### src/logic/le_order_pkg.sv
// constants and types shared by the byte-order and restart logic
// assumes one core clock; all users import the whole package
package le_order_pkg;

   // ==========================================================
   // widths
   localparam int ADDR_W = 32;
   localparam int LANES  = 8;
   localparam int DATA_W = LANES * 8;

   // ==========================================================
   // address munge constants, xor on the low three address bits
   localparam logic [2:0] MUNGE_BYTE  = 3'h7;
   localparam logic [2:0] MUNGE_HALF  = 3'h6;
   localparam logic [2:0] MUNGE_WORD  = 3'h4;
   localparam logic [2:0] MUNGE_DWORD = 3'h0;
   // multi-register operands must be word aligned
   localparam logic [2:0] MULTI_ALIGN_MASK = 3'h3;

   // ==========================================================
   // values after reset
   localparam logic [ADDR_W-1:0] RST_ADDR  = 32'h0000_0000;
   localparam logic [DATA_W-1:0] RST_DATA  = 64'h0000_0000_0000_0000;
   localparam logic [LANES-1:0]  RST_LANES = 8'h00;

   // ==========================================================
   // operand size and access kind
   typedef enum logic [1:0] {
      SIZE_BYTE  = 2'b00,
      SIZE_HALF  = 2'b01,
      SIZE_WORD  = 2'b10,
      SIZE_DWORD = 2'b11
   } size_t;

   typedef enum logic [1:0] {
      KIND_SINGLE = 2'b00,
      KIND_MULTI  = 2'b01,
      KIND_STRING = 2'b10,
      KIND_FETCH  = 2'b11
   } kind_t;

   // low address bits that must be zero for natural alignment
   function automatic logic [2:0] align_mask(input size_t size);
      logic [2:0] m;
      m = 3'h0;
      unique case (size)
         SIZE_BYTE:  m = 3'h0;
         SIZE_HALF:  m = 3'h1;
         SIZE_WORD:  m = 3'h3;
         SIZE_DWORD: m = 3'h7;
      endcase
      return m;
   endfunction : align_mask

   // little-endian munge value for an operand size
   function automatic logic [2:0] munge_value(input size_t size);
      logic [2:0] m;
      m = MUNGE_DWORD;
      unique case (size)
         SIZE_BYTE:  m = MUNGE_BYTE;
         SIZE_HALF:  m = MUNGE_HALF;
         SIZE_WORD:  m = MUNGE_WORD;
         SIZE_DWORD: m = MUNGE_DWORD;
      endcase
      return m;
   endfunction : munge_value

   // lane i of a double word moves to lane 7 - i
   function automatic logic [DATA_W-1:0] reverse_lanes(input logic [DATA_W-1:0] d);
      logic [DATA_W-1:0] r;
      r = RST_DATA;
      for (int i = 0; i < LANES; i++) begin
         r[i*8 +: 8] = d[(LANES-1-i)*8 +: 8];
      end
      return r;
   endfunction : reverse_lanes

endpackage : le_order_pkg

### src/logic/byte_lane_if.sv
// carrier between the main block and its lane reverser
// assumes a purely combinational reverser on the far side
interface byte_lane_if #(parameter int LANES = 8);
   logic                 reverse;
   logic [LANES*8-1:0]   in_data;
   logic [LANES*8-1:0]   out_data;

   modport user (output reverse, output in_data, input out_data);
   modport flip (input reverse, input in_data, output out_data);
endinterface : byte_lane_if

### src/logic/lane_reverser.sv
// byte lane reverser for one double word
// assumes the caller registers the result
module lane_reverser #(
   parameter int LANES = 8
) (
   byte_lane_if.flip lanes
);
   // refuse widths that leave nothing to swap
   if (LANES < 2) begin : g_bad_lanes
      $error("lane_reverser needs at least two lanes");
   end

   // ==========================================================
   // lane swap
   genvar g;
   wire [LANES*8-1:0] swapped;
   for (g = 0; g < LANES; g++) begin : g_lane
      assign swapped[g*8 +: 8] = lanes.in_data[(LANES-1-g)*8 +: 8];
   end
   assign lanes.out_data = lanes.reverse ? swapped : lanes.in_data;
endmodule : lane_reverser

### src/logic/le_io_byte_order_and_restart.sv
// load/store side byte ordering, address munging and restart classification
// assumes requester and memory share clk_in; boundary flags come from translation
module le_io_byte_order_and_restart
   import le_order_pkg::*;
(
   // clock and reset
   input  wire logic                         clk_in,
   input  wire logic                         rst_n_in,
   // mode
   input  wire logic                         le_mode_in,
   // request from the core
   input  wire logic                         req_valid_in,
   output logic                              req_ready_out,
   input  wire logic [le_order_pkg::ADDR_W-1:0] req_addr_in,
   input  le_order_pkg::size_t               req_size_in,
   input  le_order_pkg::kind_t               req_kind_in,
   input  wire logic                         req_io_in,
   input  wire logic                         req_write_in,
   input  wire logic [le_order_pkg::DATA_W-1:0] req_wdata_in,
   // boundary information from translation
   input  wire logic                         cross_page_in,
   input  wire logic                         cross_area_in,
   input  wire logic                         cross_segment_in,
   input  wire logic                         page_attr_differ_in,
   input  wire logic                         within_area_in,
   // memory side
   output logic                              mem_valid_out,
   input  wire logic                         mem_ready_in,
   output logic [le_order_pkg::ADDR_W-1:0]   mem_addr_out,
   output logic [le_order_pkg::LANES-1:0]    mem_lanes_out,
   output logic                              mem_write_out,
   output logic [le_order_pkg::DATA_W-1:0]   mem_wdata_out,
   input  wire logic                         mem_rvalid_in,
   input  wire logic [le_order_pkg::DATA_W-1:0] mem_rdata_in,
   // answers to the core
   output logic                              rd_valid_out,
   output logic [le_order_pkg::DATA_W-1:0]   rd_data_out,
   output logic                              align_fault_out,
   output logic                              restart_ok_out,
   output logic                              slow_path_out,
   output logic                              optimal_out
);
   import le_order_pkg::*;

   // ==========================================================
   // request decode
   wire        accept       = req_valid_in && req_ready_out;
   wire [2:0]  low_addr     = req_addr_in[2:0];
   wire        misaligned   = (low_addr & align_mask(req_size_in)) != 3'h0;
   wire        is_nonscalar = (req_kind_in == KIND_MULTI) || (req_kind_in == KIND_STRING);
   wire        le_nonscalar = le_mode_in && is_nonscalar;
   wire        multi_unalig = (req_kind_in == KIND_MULTI)
                              && ((low_addr & MULTI_ALIGN_MASK) != 3'h0);
   wire        fault        = le_nonscalar || multi_unalig;
   wire        any_cross    = cross_page_in || cross_area_in || cross_segment_in;
   wire        slow_cross   = cross_segment_in || cross_area_in
                              || (cross_page_in && page_attr_differ_in);
   wire        area_safe    = !le_mode_in && within_area_in;
   wire        single_rst   = misaligned && (any_cross || le_mode_in) && !area_safe;
   wire        restart_ok   = is_nonscalar ? any_cross : single_rst;
   wire        io_reverse   = le_mode_in && req_io_in;
   // fetches are word sized and munge like words
   wire size_t eff_size     = size_t'((req_kind_in == KIND_FETCH) ? SIZE_WORD : req_size_in);
   wire [2:0]  munge        = (le_mode_in && !req_io_in) ? munge_value(eff_size)
                                                         : MUNGE_DWORD;
   wire [ADDR_W-1:0] next_addr = {req_addr_in[ADDR_W-1:3], low_addr ^ munge};
   wire [3:0]  nbytes       = 4'(1) << eff_size;
   wire [15:0] lane_span    = (16'((16'h1 << nbytes) - 16'h1)) << next_addr[2:0];
   wire [LANES-1:0] next_lanes = lane_span[LANES-1:0];

   assign req_ready_out = !mem_valid_out || mem_ready_in;

   // ==========================================================
   // lane reversers for write and read data
   byte_lane_if #(.LANES(LANES)) wr_if ();
   byte_lane_if #(.LANES(LANES)) rd_if ();
   logic rd_reverse;

   assign wr_if.reverse = io_reverse;
   assign wr_if.in_data = req_wdata_in;
   assign rd_if.reverse = rd_reverse;
   assign rd_if.in_data = mem_rdata_in;

   lane_reverser #(.LANES(LANES)) u_wr_rev (.lanes(wr_if));
   lane_reverser #(.LANES(LANES)) u_rd_rev (.lanes(rd_if));

   // ==========================================================
   // memory request stage
   always_ff @(posedge clk_in or negedge rst_n_in) begin
      if (!rst_n_in) begin
         mem_valid_out <= 1'b0;
      end else if (accept) begin
         mem_valid_out <= !fault;
      end else if (mem_ready_in) begin
         mem_valid_out <= 1'b0;
      end
   end

   always_ff @(posedge clk_in or negedge rst_n_in) begin
      if (!rst_n_in) begin
         mem_addr_out   <= RST_ADDR;
         mem_lanes_out  <= RST_LANES;
         mem_write_out  <= 1'b0;
         mem_wdata_out  <= RST_DATA;
         restart_ok_out <= 1'b0;
         slow_path_out  <= 1'b0;
         optimal_out    <= 1'b0;
         rd_reverse     <= 1'b0;
      end else if (accept && !fault) begin
         mem_addr_out   <= next_addr;
         mem_lanes_out  <= next_lanes;
         mem_write_out  <= req_write_in;
         mem_wdata_out  <= wr_if.out_data;
         restart_ok_out <= restart_ok;
         slow_path_out  <= slow_cross;
         optimal_out    <= !misaligned && !is_nonscalar;
         rd_reverse     <= io_reverse;
      end
   end

   // one-cycle pulse for a refused nonscalar or misaligned multiple
   always_ff @(posedge clk_in or negedge rst_n_in) begin
      if (!rst_n_in) begin
         align_fault_out <= 1'b0;
      end else begin
         align_fault_out <= accept && fault;
      end
   end

   // ==========================================================
   // read return
   always_ff @(posedge clk_in or negedge rst_n_in) begin
      if (!rst_n_in) begin
         rd_valid_out <= 1'b0;
         rd_data_out  <= RST_DATA;
      end else begin
         rd_valid_out <= mem_rvalid_in;
         if (mem_rvalid_in) rd_data_out <= rd_if.out_data;
      end
   end
endmodule : le_io_byte_order_and_restart

### config.mk
export PLATFORM = sky130hd
export DESIGN_NAME = le_io_byte_order_and_restart
export DESIGN_NICKNAME = d
export VERILOG_FILES = /design/src/logic/le_order_pkg.sv /design/src/logic/byte_lane_if.sv /design/src/logic/lane_reverser.sv /design/src/logic/le_io_byte_order_and_restart.sv
export SDC_FILE = /design/constraint.sdc
export NUM_CORES = 1
export LEC_CHECK = 0
export ABC_CLOCK_PERIOD_IN_PS = 2000
export BUFFER_PORTS_ARGS = -buffer_cell sky130_fd_sc_hd__buf_2
export CAP_MARGIN = 20
export CELL_PAD_IN_SITES_DETAIL_PLACEMENT = 0
export CELL_PAD_IN_SITES_GLOBAL_PLACEMENT = 1
export CORE_MARGIN = 5
export CORE_UTILIZATION = 35
export DETAILED_ROUTE_END_ITERATION = 7
export GPL_TIMING_DRIVEN = 1
export PLACE_DENSITY_LB_ADDON = 0.1
export REMOVE_ABC_BUFFERS = 1
export SLEW_MARGIN = 40
export SYNTH_ARGS = -nofsm -noshare
export SYNTH_HDL_FRONTEND = slang
export SYNTH_SLANG_ARGS = --single-unit
### constraint.sdc
create_clock -name clk_in -period 2 [get_ports clk_in]
set_clock_uncertainty 0.05 [all_clocks]
set_input_delay 0.1 -clock clk_in [delete_from_list [all_inputs] [get_ports clk_in]]
set_output_delay 0.1 -clock clk_in [all_outputs]
set_load 0.05 [all_outputs]
==> run_results.csv <==
group,metric,value,unit
run_status,outcome,"finished, final reports clean",
logic_synthesis,synth_fa_ha_area_share,0.3159,%
global_routing,grt_pass1_vias,8160,
logic_synthesis,yosys.area_share.simple,13.08,%
sta,fmax,0.5598,GHz
placement,hpwl,17910,microns
global_routing,grt_overflow_total,0,
detailed_routing,dr.pass1.iters,4,
final_layout,nets,1552,
cts,cts_max_level,4,
logic_synthesis,synthMuxAreaShare,16.31,%
final_layout,fill_cells,2008,
logic_synthesis,ys_warn_count,0,
die,initial_utilization,35.32,%
placement,numPortBuffers,352,
global_routing,grt_max_degree,75,
sta,setup_tns,0,ns
sta,final_max_slew_viol_count,0,
logic_synthesis,ys_ff_latch,176,
setup_path,crit_path_max_incr_delay,0.58,ns
sta,hold_viol_final,0,
pwr,p_per_area,1004,nW/um^2
detailed_routing,vias,7705,
detailed_routing,vias_per_cell,4.611,
cts,clock_sinks,176,
die,die_area,25740,sq um
cts,clock_latency,0.42,ns
cts,cts_buffers,17,
setup_path,cp_slowest_cell,"dlygate4sd3_1",
worst_hold_path,hold_class,"in2reg",
logic_synthesis,synth-compound-area-share,10.94,%
sta,rsz0062_at_grt,"false",
detailed_routing,totalWireLength,25490,microns
cts,clk_pin_slew_worst_paths,0.07,ns
placement,place_congestion,0.7796,
sta,relSlewSlack,66.35,%
setup_path,crit_arrival,2.03,ns
die,die_y,160.5,microns
sta,hold_ws,0.03427,ns
cts,cts_buffer_depth,2,
die,row_count,55,
final_layout,area_growth,65.00,%
sta,finalCritPeriodShare,89.31,%
logic_synthesis,syn-cell-area,7923,sq um
logic_synthesis,synth_cell_types,33,
sta,tightest_slew,0.5047,ns
global_routing,antenna_found_initial,1,
detailed_routing,wl_per_cell,15.25,microns
setup_path,end_kind,"flip-flop",
logic_synthesis,ys_dominant_reg_cell,"dfrtp_1",
detailed_routing,drt_iter0_drc,363,
setup_path,startpoint_type,"flip-flop",
pwr,vdd_ir_drop_max,0.5226,mV
final_layout,post_route_cells_drive_above_1_share,29.96,%
cts,root_buffer,"clkbuf_16",
final_layout,multi_input_area,3282,sq um
flow_run,drv_cap,0,
final_layout,register_area,4408,sq um
cts,tritoncts,"yes",
sta,setup_viol_count_final,0,
logic_synthesis,synthArstFlopShare,100.0,%
logic_synthesis,synthXorXnorAreaFrac,0.6475,%
die,num_io_pins,353,
setup_path,cp_cell_sequence,"buf_12 > mux2i_1 > dlygate4sd3_1 > a21oi_1",
logic_synthesis,ys_seq_area_share,55.59,%
sta,fin_crit,1.786,ns
detailed_routing,drc,0,
global_routing,grt_usage,19.89,%
logic_synthesis,synth_top_family_by_area,"multiplexers",
detailed_routing,drtAntennaViolNets,0,
setup_path,critical_path_required,2.25,ns
cts,cts_resized,0,
setup_path,worstSetupPathType,"reg2reg",
die,core-area,22430,sq um
global_routing,grt_pass1_wl,41950,microns
logic_synthesis,synth_edf_count,0,
pwr,leakagePower,6.635,nW
die,chipWidth,160.5,microns
setup_path,cp_max_fo,34,
logic_synthesis,syn_inst,799,
logic_synthesis,avgSynthCellArea,9.916,sq um
-- cells in the final DEF, fill, tap and decap left out, drive strengths merged --
cell type	synthesis	routed
dfrtp	176	176
inv	4	6
or2	1	1
nor3	2	2
o21ai	80	80
o221ai	2	2
buf	26	378
clkinvlp	0	1
a311oi	2	2
mux2	1	1
nand2	180	180
mux2i	128	128
nand3b	1	1
a21boi	1	1
ha	2	2
or4b	1	1
a211o	1	1
a221oi	1	1
nor2	71	71
clkbuf	27	19
a211oi	2	2
nand2b	4	4
xnor2	5	5
dlygate4sd3	0	230
clkinv	0	7
o211ai	2	2
a21o	3	3
bufinv	0	2
nand4	1	1
a21oi	70	70
nor2b	3	3
nand3	2	2
diode	0	1
-- cell usage after synthesis, types with 4 or more instances --
cell type | number | area share, %
clkbuf_1 | 26 | 1.2
inv_1 | 4 | 0.19
dfrtp_1 | 176 | 56
xnor2_1 | 4 | 0.44
nand2_1 | 180 | 8.5
nand2b_1 | 4 | 0.32
buf_2 | 25 | 1.6
nor2_1 | 71 | 3.4
mux2i_1 | 128 | 16
o21ai_0 | 78 | 4.9
a21oi_1 | 70 | 4.4
-- worst max-delay path: cells and delay by family (launching register included) --
family          cells  cell delay, ns
compound gates      1            0.06
buf+inv             2            0.84
flops               1            0.46
mux                 1            0.25
-- logic make-up (layout without fill, tap and decap cells) --
kind of cell / after synthesis / in the layout
other cells: 0 / 1
fa+ha+maj: 2 / 2
buf+inv: 57 / 643
mux: 129 / 129
simple gates: 266 / 266
flops: 176 / 176
xor+xnor: 5 / 5
compound gates: 164 / 164
-- repair_timing --
| action | CTS | global route |
|---|---|---|
| setup endpoints to repair | 0 | 4 |
| hold buffers | 230 | 0 |
| setup buffers | 0 | 2 |
| endpoints found under the hold margin | 207 | 0 |
-- sequential cells by signal, summed over array words and instances (netlist names) --
name             count
mem_lanes_out        8
restart_ok_out       1
rd_if.reverse        1
mem_addr_out        32
mem_write_out        1
align_fault_out      1
optimal_out          1
rd_valid_out         1
rd_data_out         64
mem_wdata_out       64
mem_valid_out        1
slow_path_out        1
-- power breakdown --
part           internal, mW  switching (mW)  leakage [nW]
clock                  1.88            1.42         0.284
sequential             4.22           0.343          2.10
combinational          1.55            3.72          4.25
-- per-layer routing --
layer / global-route usage, % / vias to the layer above / part of all wire (%)
met4: 8.056 / 0 / 3.4
met2: 33.90 / 248 / 48
met1: 23.32 / 3543 / 41
li1: - / 3863 / -
met5: 0 / - / 0
met3: 6.236 / 51 / 7.4
-- cell type report --
type	instances	share of cell area [%]
timing repair buffer	608	33.89
sequential	176	33.72
multi-input combinational	566	25.11
clock buffer	19	3.388
tap	285	2.728
clock inverter	12	1.034
inverter	4	0.1149
antenna	1	0.01914
-- worst paths after layout --
kind / from / end / slack (ns) / depth (start not counted)
setup / recovery: rd_if.reverse$_DFFE_PN0P_ / rd_data_out[60]$_DFFE_PN0P_ / 0.21 / 4
hold / removal: req_size_in[0] / mem_lanes_out[7]$_DFFE_PN0P_ / 0.03 / 3
setup reg to reg: rd_if.reverse$_DFFE_PN0P_ / rd_data_out[60]$_DFFE_PN0P_ / 0.21 / 4
hold reg to reg: mem_addr_out[3]$_DFFE_PN0P_ / mem_addr_out[3]$_DFFE_PN0P_ / 0.42 / 2
max in group asynchronous: rst_n_in / mem_addr_out[15]$_DFFE_PN0P_ / 1.05 / 3
min in group asynchronous: rst_n_in / mem_wdata_out[10]$_DFFE_PN0P_ / 0.13 / 2
-- per-stage QoR --
step	worst slack, ns	instances	cell area [sq um]	util (%)	power (mW)
2_1_floorplan	-3.873	746	7691	-	8.015
3_3_place_gp	0.1266	1407	10170	45.35	9.448
3_5_place_dp	0.08813	1407	10170	45.35	9.474
4_1_cts	0.09038	1668	13060	58.19	13.28
5_1_grt	0.1470	1671	13070	58.27	13.80
6_report	0.2137	1671	13070	58.27	13.13
Power figures use the tool's default switching activity.
